### src/include/vsc_pkg.sv
// Package for the vertical sequence mode control register block.
// Assumes a single 250 MHz clock and an APB register bus of 32-bit data.
package vsc_pkg;
    // ----------------------------------------
    // Register map
    // ----------------------------------------
    localparam logic [11:0] VSC_MODE_CTRL_OFS = 12'h000;
    localparam logic [11:0] VSC_STATUS_OFS = 12'h004;
    localparam int VSC_REG_W = 22;
    localparam logic [21:0] VSC_MODE_CTRL_RST = 22'h000000;
    localparam logic [1:0] VSC_BLANK_RESERVED = 2'h2;
    localparam logic [3:0] VSC_COMBINE_ON = 4'h1;
    localparam int VSC_CLK_MHZ = 250;

    // ----------------------------------------
    // Field layout
    // ----------------------------------------
    typedef struct packed {
        logic [1:0] horizontal_blanking_mode;
        logic [3:0] final_repeat_length_enable;
        logic [1:0] alternation_repeat_mode;
        logic [3:0] group_combine;
        logic [2:0] special_pattern_insert_enable;
        logic special_alternation_enable;
        logic [3:0] hold_enable;
        logic preblank_start_polarity;
        logic clamp_start_polarity;
    } vsc_ctrl_s;

    typedef enum logic [1:0] {
        VSC_ALT_SINGLE = 2'h0,
        VSC_ALT_TWO = 2'h1,
        VSC_ALT_A3_BCD011 = 2'h2,
        VSC_ALT_A4_BCD2 = 2'h3
    } vsc_alt_e;

    // Per-group alternation scheme: pattern count and irregular 0,1,1 flag
    typedef struct packed {
        logic [2:0] pattern_count;
        logic skip_first;
    } vsc_alt_s;
endpackage

### src/hw/vsc_mode_ctrl.sv
// Vertical sequence mode control register with APB access and decoded controls.
// Assumes APB master on clk_in; sequencer pulses update point to apply settings.
//
// Contract
// - Bits 5:2 enable the hold function of pattern groups A to D.
// - Bit 6 enables special alternation of the vertical sequence.
// - Bits 9:7 insert pattern B, C or D into the group A sequence.
// - Bits 13:10 combine groups into one sequence when equal to 0x01.
// - Mode code 00 gives single and 01 gives two-pattern alternation for all groups.
// - Mode code 10 gives group A three-pattern, groups B to D the 0,1,1 sequence.
// - Mode code 11 gives group A four-pattern and groups B to D two-pattern.
// - Bits 19:16 enable a separate final repetition length per group, A in bit 16.
// - Blanking mode code 00 is normal six-toggle mode 0, code 01 is mode 1.
//
// Implementation choice: the APB interface to the registers.
`timescale 1ns/1ps
module vsc_mode_ctrl (
    // Clock and reset
    input wire logic clk_in,
    input wire logic srst_in,
    // APB slave
    input wire logic psel,
    input wire logic penable,
    input wire logic pwrite,
    input wire logic [11:0] paddr,
    input wire logic [31:0] pwdata,
    output logic [31:0] prdata,
    output logic pready,
    output logic pslverr,
    // Sequencer side
    input wire logic sequence_change_update_point_in,
    output logic clamp_start_polarity_out,
    output logic preblank_start_polarity_out,
    output logic [3:0] hold_enable_out,
    output logic special_alternation_enable_out,
    output logic [2:0] special_pattern_insert_enable_out,
    output logic group_combine_active_out,
    output vsc_pkg::vsc_alt_s [3:0] group_alternation_out,
    output logic [3:0] final_repeat_length_enable_out,
    output logic horizontal_blanking_mode1_out,
    output logic horizontal_blanking_test_out
);
    // ----------------------------------------
    // Constants and bus decode
    // ----------------------------------------
    // Decoded value of one group for mode code 00, also its reset value
    localparam vsc_pkg::vsc_alt_s ALT_IDLE = '{pattern_count: 3'h1, skip_first: 1'b0};

    logic hit_ctrl;
    logic hit_stat;
    logic access_ph;
    logic setup_rd;
    logic wr_ctrl;

    assign hit_ctrl = (paddr == vsc_pkg::VSC_MODE_CTRL_OFS);
    assign hit_stat = (paddr == vsc_pkg::VSC_STATUS_OFS);
    assign access_ph = psel && penable;
    assign setup_rd = psel && !penable && !pwrite;
    // Writes land only at the access edge, never in setup
    assign wr_ctrl = access_ph && pwrite && hit_ctrl;
    // Zero wait states; unmapped addresses and status writes error
    assign pready = 1'b1;
    assign pslverr = access_ph && !hit_ctrl && !(hit_stat && !pwrite);

    // ----------------------------------------
    // Shadow word, as last written
    // ----------------------------------------
    vsc_pkg::vsc_ctrl_s shadow_r;
    vsc_pkg::vsc_ctrl_s shadow_nxt;
    logic written_r;
    logic written_nxt;

    always_comb begin
        shadow_nxt = shadow_r;
        written_nxt = written_r;
        if (wr_ctrl) begin
            // Bits above the register width are dropped on purpose
            shadow_nxt = vsc_pkg::vsc_ctrl_s'(pwdata[vsc_pkg::VSC_REG_W-1:0]);
            written_nxt = 1'b1;
        end
    end

    always_ff @(posedge clk_in) begin
        if (srst_in) begin
            shadow_r <= vsc_pkg::vsc_ctrl_s'(vsc_pkg::VSC_MODE_CTRL_RST);
            written_r <= 1'b0;
        end else begin
            shadow_r <= shadow_nxt;
            written_r <= written_nxt;
        end
    end

    // ----------------------------------------
    // Active word, loaded at the update point
    // ----------------------------------------
    vsc_pkg::vsc_ctrl_s active_r;
    vsc_pkg::vsc_ctrl_s active_nxt;
    logic pending_r;
    logic pending_nxt;

    // Settings apply only at the update point so lines never see a half change;
    // a write in the same cycle as the pulse goes straight through
    always_comb begin
        active_nxt = active_r;
        pending_nxt = pending_r;
        if (sequence_change_update_point_in && (pending_r || wr_ctrl)) begin
            active_nxt = shadow_nxt;
            pending_nxt = 1'b0;
        end else if (wr_ctrl) begin
            pending_nxt = 1'b1;
        end
    end

    always_ff @(posedge clk_in) begin
        if (srst_in) begin
            active_r <= vsc_pkg::vsc_ctrl_s'(vsc_pkg::VSC_MODE_CTRL_RST);
            pending_r <= 1'b0;
        end else begin
            active_r <= active_nxt;
            pending_r <= pending_nxt;
        end
    end

    // ----------------------------------------
    // Read data
    // ----------------------------------------
    logic [31:0] prdata_r;
    logic [31:0] prdata_nxt;
    logic blank_reserved;

    assign blank_reserved =
        (shadow_r.horizontal_blanking_mode == vsc_pkg::VSC_BLANK_RESERVED);

    always_comb begin
        prdata_nxt = prdata_r;
        // Loaded in the setup cycle so it stands through the whole access phase
        if (setup_rd) begin
            if (hit_ctrl) begin
                prdata_nxt = {10'h000, shadow_r};
            end else if (hit_stat) begin
                prdata_nxt = {29'h0000000, blank_reserved, written_r, pending_r};
            end else begin
                prdata_nxt = 32'h00000000;
            end
        end
    end

    always_ff @(posedge clk_in) begin
        if (srst_in) begin
            prdata_r <= 32'h00000000;
        end else begin
            prdata_r <= prdata_nxt;
        end
    end

    assign prdata = prdata_r;

    // ----------------------------------------
    // Decoded word-wide controls
    // ----------------------------------------
    logic combine_r;
    logic combine_nxt;
    logic blank_mode1_r;
    logic blank_mode1_nxt;
    logic blank_test_r;
    logic blank_test_nxt;

    // Decoded from the next active word so the flags move with active_r
    always_comb begin
        combine_nxt = (active_nxt.group_combine == vsc_pkg::VSC_COMBINE_ON);
        blank_mode1_nxt = (active_nxt.horizontal_blanking_mode == 2'h1);
        // Reserved test code is only flagged; nothing else reacts to it
        blank_test_nxt =
            (active_nxt.horizontal_blanking_mode == vsc_pkg::VSC_BLANK_RESERVED);
    end

    always_ff @(posedge clk_in) begin
        if (srst_in) begin
            combine_r <= 1'b0;
            blank_mode1_r <= 1'b0;
            blank_test_r <= 1'b0;
        end else begin
            combine_r <= combine_nxt;
            blank_mode1_r <= blank_mode1_nxt;
            blank_test_r <= blank_test_nxt;
        end
    end

    // ----------------------------------------
    // Per-group alternation scheme
    // ----------------------------------------
    vsc_pkg::vsc_alt_s alt_r [4];
    vsc_pkg::vsc_alt_s alt_nxt [4];
    genvar g;

    generate
        for (g = 0; g < 4; g++) begin : g_grp
            always_comb begin
                alt_nxt[g] = ALT_IDLE;
                case (vsc_pkg::vsc_alt_e'(active_nxt.alternation_repeat_mode))
                    vsc_pkg::VSC_ALT_SINGLE: alt_nxt[g].pattern_count = 3'h1;
                    vsc_pkg::VSC_ALT_TWO: alt_nxt[g].pattern_count = 3'h2;
                    vsc_pkg::VSC_ALT_A3_BCD011: begin
                        // Groups B to D run a three-step 0,1,1 cycle
                        alt_nxt[g].pattern_count = 3'h3;
                        alt_nxt[g].skip_first = (g != 0) ? 1'b1 : 1'b0;
                    end
                    vsc_pkg::VSC_ALT_A4_BCD2:
                        alt_nxt[g].pattern_count = (g == 0) ? 3'h4 : 3'h2;
                    default: alt_nxt[g].pattern_count = 3'h1;
                endcase
            end

            always_ff @(posedge clk_in) begin
                if (srst_in) begin
                    alt_r[g] <= ALT_IDLE;
                end else begin
                    alt_r[g] <= alt_nxt[g];
                end
            end
        end
    endgenerate

    // ----------------------------------------
    // Outputs
    // ----------------------------------------
    // Polarity bits pass straight from the active word
    assign clamp_start_polarity_out = active_r.clamp_start_polarity;
    assign preblank_start_polarity_out = active_r.preblank_start_polarity;
    assign hold_enable_out = active_r.hold_enable;
    assign special_alternation_enable_out = active_r.special_alternation_enable;
    assign special_pattern_insert_enable_out = active_r.special_pattern_insert_enable;
    assign final_repeat_length_enable_out = active_r.final_repeat_length_enable;
    assign group_combine_active_out = combine_r;
    assign horizontal_blanking_mode1_out = blank_mode1_r;
    assign horizontal_blanking_test_out = blank_test_r;
    assign group_alternation_out = {alt_r[3], alt_r[2], alt_r[1], alt_r[0]};
endmodule

### config.mk
export PLATFORM = sky130hd
export DESIGN_NAME = vsc_mode_ctrl
export DESIGN_NICKNAME = d
export VERILOG_FILES = /design/src/include/vsc_pkg.sv /design/src/hw/vsc_mode_ctrl.sv
export SDC_FILE = /design/constraint.sdc
export NUM_CORES = 1
export LEC_CHECK = 0
export BUFFER_PORTS_ARGS = -buffer_cell sky130_fd_sc_hd__clkbuf_2
export CAP_MARGIN = 5
export CORE_MARGIN = 4
export CORE_UTILIZATION = 44
export DETAILED_ROUTE_END_ITERATION = 7
export PLACE_DENSITY = 0.75
export SKIP_LAST_GASP = 1
export SLEW_MARGIN = 0
export SYNTH_ARGS = -nofsm -noshare
export SYNTH_HDL_FRONTEND = slang
export SYNTH_SLANG_ARGS = --single-unit
export TNS_END_PERCENT = 50
### constraint.sdc
create_clock -name clk_in -period 3.35 [get_ports clk_in]
set_input_delay 0.67 -clock clk_in [delete_from_list [all_inputs] [get_ports clk_in]]
set_output_delay 0.67 -clock clk_in [all_outputs]
set_load 0.01 [all_outputs]
Word-level counts from Yosys, hierarchy flattened
Memories as Yosys holds them, arrays and structs flattened.
Cells that the tools add are included.

cells by class
  reduce and logical (&&, ||, !) cells = 18
  multiplexer cells = 14
  equality and inequality tests = 8
  bitwise operators = 4

operator list
  operator                                               number
  two-way mux 22 bit                                     3
  two-way mux 4 bit                                      4
  equality test 12 x 3 -> 1 bit (second input constant)  1
  logical NOT 12 bit                                     1
  case mux 3 bit (4 select lines)                        1
  logical AND 1 bit                                      9
  case mux 3 bit (3 select lines)                        1
  equality test 2 bit (second input constant)            4
  equality test 2 x 1 -> 1 bit (second input constant)   2
  equality test 4 x 1 -> 1 bit (second input constant)   1
  logical NOT 1 bit                                      4
  two-way mux 1 bit                                      4
  OR 1 bit                                               4
  OR reduction 2 bit                                     2
  two-way mux 3 bit                                      1
  logical NOT 2 bit                                      1
  logical OR 1 bit                                       1

word-level totals
  logic and storage cells = 69
  bits in writable memories = 16
  memories kept = 1
  flip-flop bits (word level) = 81
  bits of input ports = 50

memory list
  name   words  bits a word  read ports  clocked after memory_dff  write ports  RTL line              RTL
  alt_r  4      4            4           0                         4            vsc_mode_ctrl.sv:192  vsc_pkg::vsc_alt_s alt_r [4];

Depth between registers and ports, before layout
  depth in word-level cells = 10
  mapped depth = 10

Worst setup path before layout
OpenSTA, ideal clock, no wires.

  kind = input to register
  start point = in paddr[4]
  end point = mem alt_r[3][1] in the netlist's numbering
  data arrival time = 3055 ps
  library setup time = 127 ps
  cell stages on the path = 10
  setup slack = 168 ps
  required time = 3223 ps
  cell sequence = or4_4 -> buf_6 -> or4_4 -> buf_6 -> buf_12 -> o22ai_1 -> o2bb2ai_1 -> inv_1 -> ha_1 -> or3_1

RTL lines
  item         RTL line              RTL
  from (decl)  vsc_mode_ctrl.sv:25   input wire logic [11:0] paddr,
  to (decl)    vsc_mode_ctrl.sv:192

==> impl_summary.log <==
[metrics] warning count from the yosys run: 0
[metrics] RSZ-0062 raised after global routing: no
[metrics] total routing usage reported by global routing: 0.165
[metrics] number of diodes added for antenna fixing: 0
[metrics] estimated wirelength of the detail-placed design: 4.96 mm
[metrics] number of pins exceeding their max-slew limit in the final report: 0
[metrics] # Post-CTS Setup Buffers: 0
[metrics] ratio of final minimum period to clock period: 0.847
[metrics] largest buffer count on any clock path: 2
[metrics] area taken by flip-flops and latches: 1540 sq um
[metrics] share of flip-flops with an asynchronous set or reset after synthesis: 0
[metrics] Final Critical Period: 2840 ps
[metrics] cell type with the largest total area after synthesis: sky130_fd_sc_hd__dfxtp_1
[metrics] number of enable-type register cells in the synthesized netlist: 0
[metrics] number of levels the H-tree was split into: 3
[metrics] count of buffers from port buffering: 91
[metrics] leakage power figure: 1.59 nW
[metrics] area of the multi-input gates: 1280 sq um
[metrics] leading cell type by number of instances after synthesis: sky130_fd_sc_hd__dfxtp_1
[metrics] mean instance size in the synthesized netlist: 9.67 sq um
[metrics] top cells by area, synth: sky130_fd_sc_hd__dfxtp_1 (49%), sky130_fd_sc_hd__buf_4 (8.3%), sky130_fd_sc_hd__nor2_1 (7.2%)
[metrics] initial antenna violation count: 0
[metrics] measured slew at the worst slew-check pin: 795 ps
[metrics] Place WS: 172 ps
[metrics] largest net degree at the start of global routing: 43
[metrics] worst-case clock skew: 7.68 ps
[metrics] routability congestion estimate: 0.790
[metrics] power per standard cell area: 451 nW/um^2
[metrics] part of the Yosys area used for sequential elements: 0.488
[metrics] clock buffer count from CTS: 9
[metrics] terminus of the critical flop-to-flop path: alt_r[0][1]
[metrics] Sequential Power Share: 0.552
[metrics] detailed-route wire length: 6.93 mm
[metrics] total internal power: 1.30 mW
[metrics] I/O pin count: 117
[metrics] relative area change from synthesis to final layout: 16.3%
[metrics] number of sinks driven by the clock tree: 77
[metrics] result of the run: finished, final reports clean
[metrics] net switching share of the total power: 0.216
[metrics] endpoint kind of the worst setup timing path: flop
[metrics] Worst VDD drop: 0.000382 V
[metrics] Reg2Reg Setup Slack: 1480 ps
[metrics] final setup fails: 0
[metrics] most instantiated flip-flop cell in the synthesis netlist: sky130_fd_sc_hd__dfxtp_1
[metrics] maximum clock frequency: 0.353 GHz
[metrics] via count of the first global-routing pass: 2385
[metrics] Setup Total Neg Slack: 0 ps
[metrics] commonest cells in the synthesized netlist: sky130_fd_sc_hd__dfxtp_1 (77), sky130_fd_sc_hd__nor2_1 (61), sky130_fd_sc_hd__buf_4 (35)
[metrics] Pre-antenna DRT Iters: 5
[metrics] number of remaining DRC errors: 0
[metrics] Tightest Hold Check Type: flop to flop
[metrics] combinational share of power: 0.039
[metrics] Max-Slew Margin vs Limit: 0.470
[metrics] worst hold stages: 2
[metrics] detailed router's first-iteration violation count: 96
[metrics] Worst Setup SP: paddr[9]
[metrics] proportion of layout cells with a drive suffix above 1: 0.311
[metrics] clock tree from TritonCTS: built
[metrics] Synth cell types: 39
[metrics] count of fill cells added during filler insertion: 658
[metrics] gr ovfl total: 0
[metrics] ANT nets after route: 0
[metrics] routed length per instance: 14.0 microns
[metrics] number of hold-repair buffers added at the cts stage: 0
[metrics] initial standard-cell utilization of the core: 0.460
[metrics] worst r2r path cells: 6
[metrics] proportion of netlist area held by the largest area contributor: 0.488
[metrics] register bit total from synthesis: 77
[metrics] vias per inst: 4.99
[metrics] Die X: 92.8 microns
[metrics] fraction of power consumed by the clock network: 0.410
[metrics] # nets final: 448
[metrics] first-pass GRT wire length: 11.4 mm
[metrics] startpoint types: input pin
[metrics] reg2reg start: pending_r
[metrics] hold path startpoint: shadow_r[10]
[metrics] CTS resizes: 0
[metrics] net switching component of the power: 0.359 mW
[metrics] Max-cap violations: 0
[metrics] cell area after synthesis: 3160 sq um
[metrics] buffer cell driving the clock tree root: sky130_fd_sc_hd__clkbuf_8
[metrics] synthesized instance count: 327
[metrics] end point of the most critical hold path: shadow_r[10]
[metrics] Worst Path Max Fanout: 5
[metrics] die extent in y: 92.8 microns
[metrics] worst skew pair latency: 330 ps
[metrics] Final Hold Violating Endpoints: 0
[metrics] CP required: 3560 ps
[metrics] Setup CP Type: input pin to flop
[metrics] routed via count: 2468
[metrics] endpoint arrival time on the critical path: 3050 ps
[metrics] Std-Cell Core Area: 6870 sq um
[metrics] final worst slack: 514 ps
[metrics] Die Footprint: 8610 sq um
[metrics] FP Rows: 30
[metrics] post-CTS clock slew at the launch and capture registers of the worst setup and hold paths: 80 ps
-- metal layers --
layer  part of all wire  vias up  global-route usage
met5                  0        -                   0
met4             0.0059        0              0.0366
met3              0.090        4              0.0650
met2               0.48       87               0.273
met1               0.42     1161               0.201
li1                   -     1216                   -
-- cells by family (layout without fill, tap and decap cells) --
kind of cell               Yosys count  in the layout  synth area share
AOI/OAI and AO/OA                   65             65             0.158
adders and majority gates            4              4            0.0158
buffers and inverters               59            118             0.123
DFF                                 77             77             0.488
muxes                               16             16            0.0507
other                                2             15           0.00238
and+or+nand+nor                    104            104             0.163
-- worst max-delay path, cell delays in order --
cell	delay, ps
sky130_fd_sc_hd__clkbuf_2	70
sky130_fd_sc_hd__or4_1	670
sky130_fd_sc_hd__or4_4	580
sky130_fd_sc_hd__o22ai_1	180
sky130_fd_sc_hd__o2bb2ai_1	200
sky130_fd_sc_hd__inv_1	100
sky130_fd_sc_hd__ha_1	210
sky130_fd_sc_hd__or3_1	360
-- worst max path at each step --
| stage | endpoint | slack (ps) |
|---|---|---|
| 2_1_floorplan | alt_r[3][1] | 170 |
| 4_1_cts | alt_r[0][1] | 530 |
| 5_1_grt | alt_r[0][1] | 370 |
| 3_5_place_dp | alt_r[3][1] | 170 |
| 6_report | alt_r[0][1] | 510 |
| 3_3_place_gp | alt_r[3][1] | 220 |
-- layout make-up --
| cell class | count | share of cell area |
|---|---|---|
| Multi-Input combinational cell | 204 | 0.348 |
| Tap cell | 96 | 0.0327 |
| Timing Repair Buffer | 100 | 0.146 |
| Clock buffer | 12 | 0.0395 |
| Clock inverter | 4 | 0.0129 |
| Sequential cell | 77 | 0.419 |
| Inverter | 2 | 0.00204 |
-- sequential cells by signal, summed over array words and instances, names as in the netlist, 3 cells and up --
name and count:
alt_r 6, shadow_r 22, hold_enable_out 4, final_repeat_length_enable_out 4, special_pattern_insert_enable_out 3, active_r 8
prdata 22
-- layout by cell type (no fill, tap or decap), types with 3 or more instances in the layout --
| cell type | n |
|---|---|
| sky130_fd_sc_hd__dfxtp_1 | 77 |
| sky130_fd_sc_hd__nor2_1 | 61 |
| sky130_fd_sc_hd__a211oi_1 | 14 |
| sky130_fd_sc_hd__nor3b_1 | 3 |
| sky130_fd_sc_hd__nor2b_1 | 5 |
| sky130_fd_sc_hd__conb_1 | 15 |
| sky130_fd_sc_hd__clkbuf_2 | 91 |
| sky130_fd_sc_hd__a21oi_1 | 10 |
| sky130_fd_sc_hd__ha_1 | 4 |
| sky130_fd_sc_hd__a22oi_1 | 22 |
| sky130_fd_sc_hd__o2bb2ai_1 | 4 |
| sky130_fd_sc_hd__mux2i_1 | 16 |
| sky130_fd_sc_hd__o22ai_1 | 7 |
| sky130_fd_sc_hd__clkbuf_8 | 10 |
| sky130_fd_sc_hd__buf_4 | 8 |
| sky130_fd_sc_hd__nand2_1 | 19 |
| sky130_fd_sc_hd__or3_1 | 3 |
-- power groups by stage --
stage               Sequential (mW)  Combinational [mW]  Clock [mW]
floorplan                     0.936              0.0473           0
global placement              0.936              0.0623           0
detailed placement            0.936              0.0636           0
CTS                           0.914              0.0636       0.696
global route                  0.914              0.0706       0.732
finish                        0.914              0.0639       0.679
-- stage by stage --
step	instance area, sq um	hold WS (ps)	util	power (mW)	std cells
after floorplan	3210	440	-	0.983	340
after global placement	3480	456	0.507	0.998	479
after detailed placement	3480	465	0.507	0.999	479
after CTS	3680	476	0.535	1.67	495
after global routing	3680	505	0.535	1.72	495
final	3680	473	0.535	1.66	495
(Power assumes the default switching activity.)
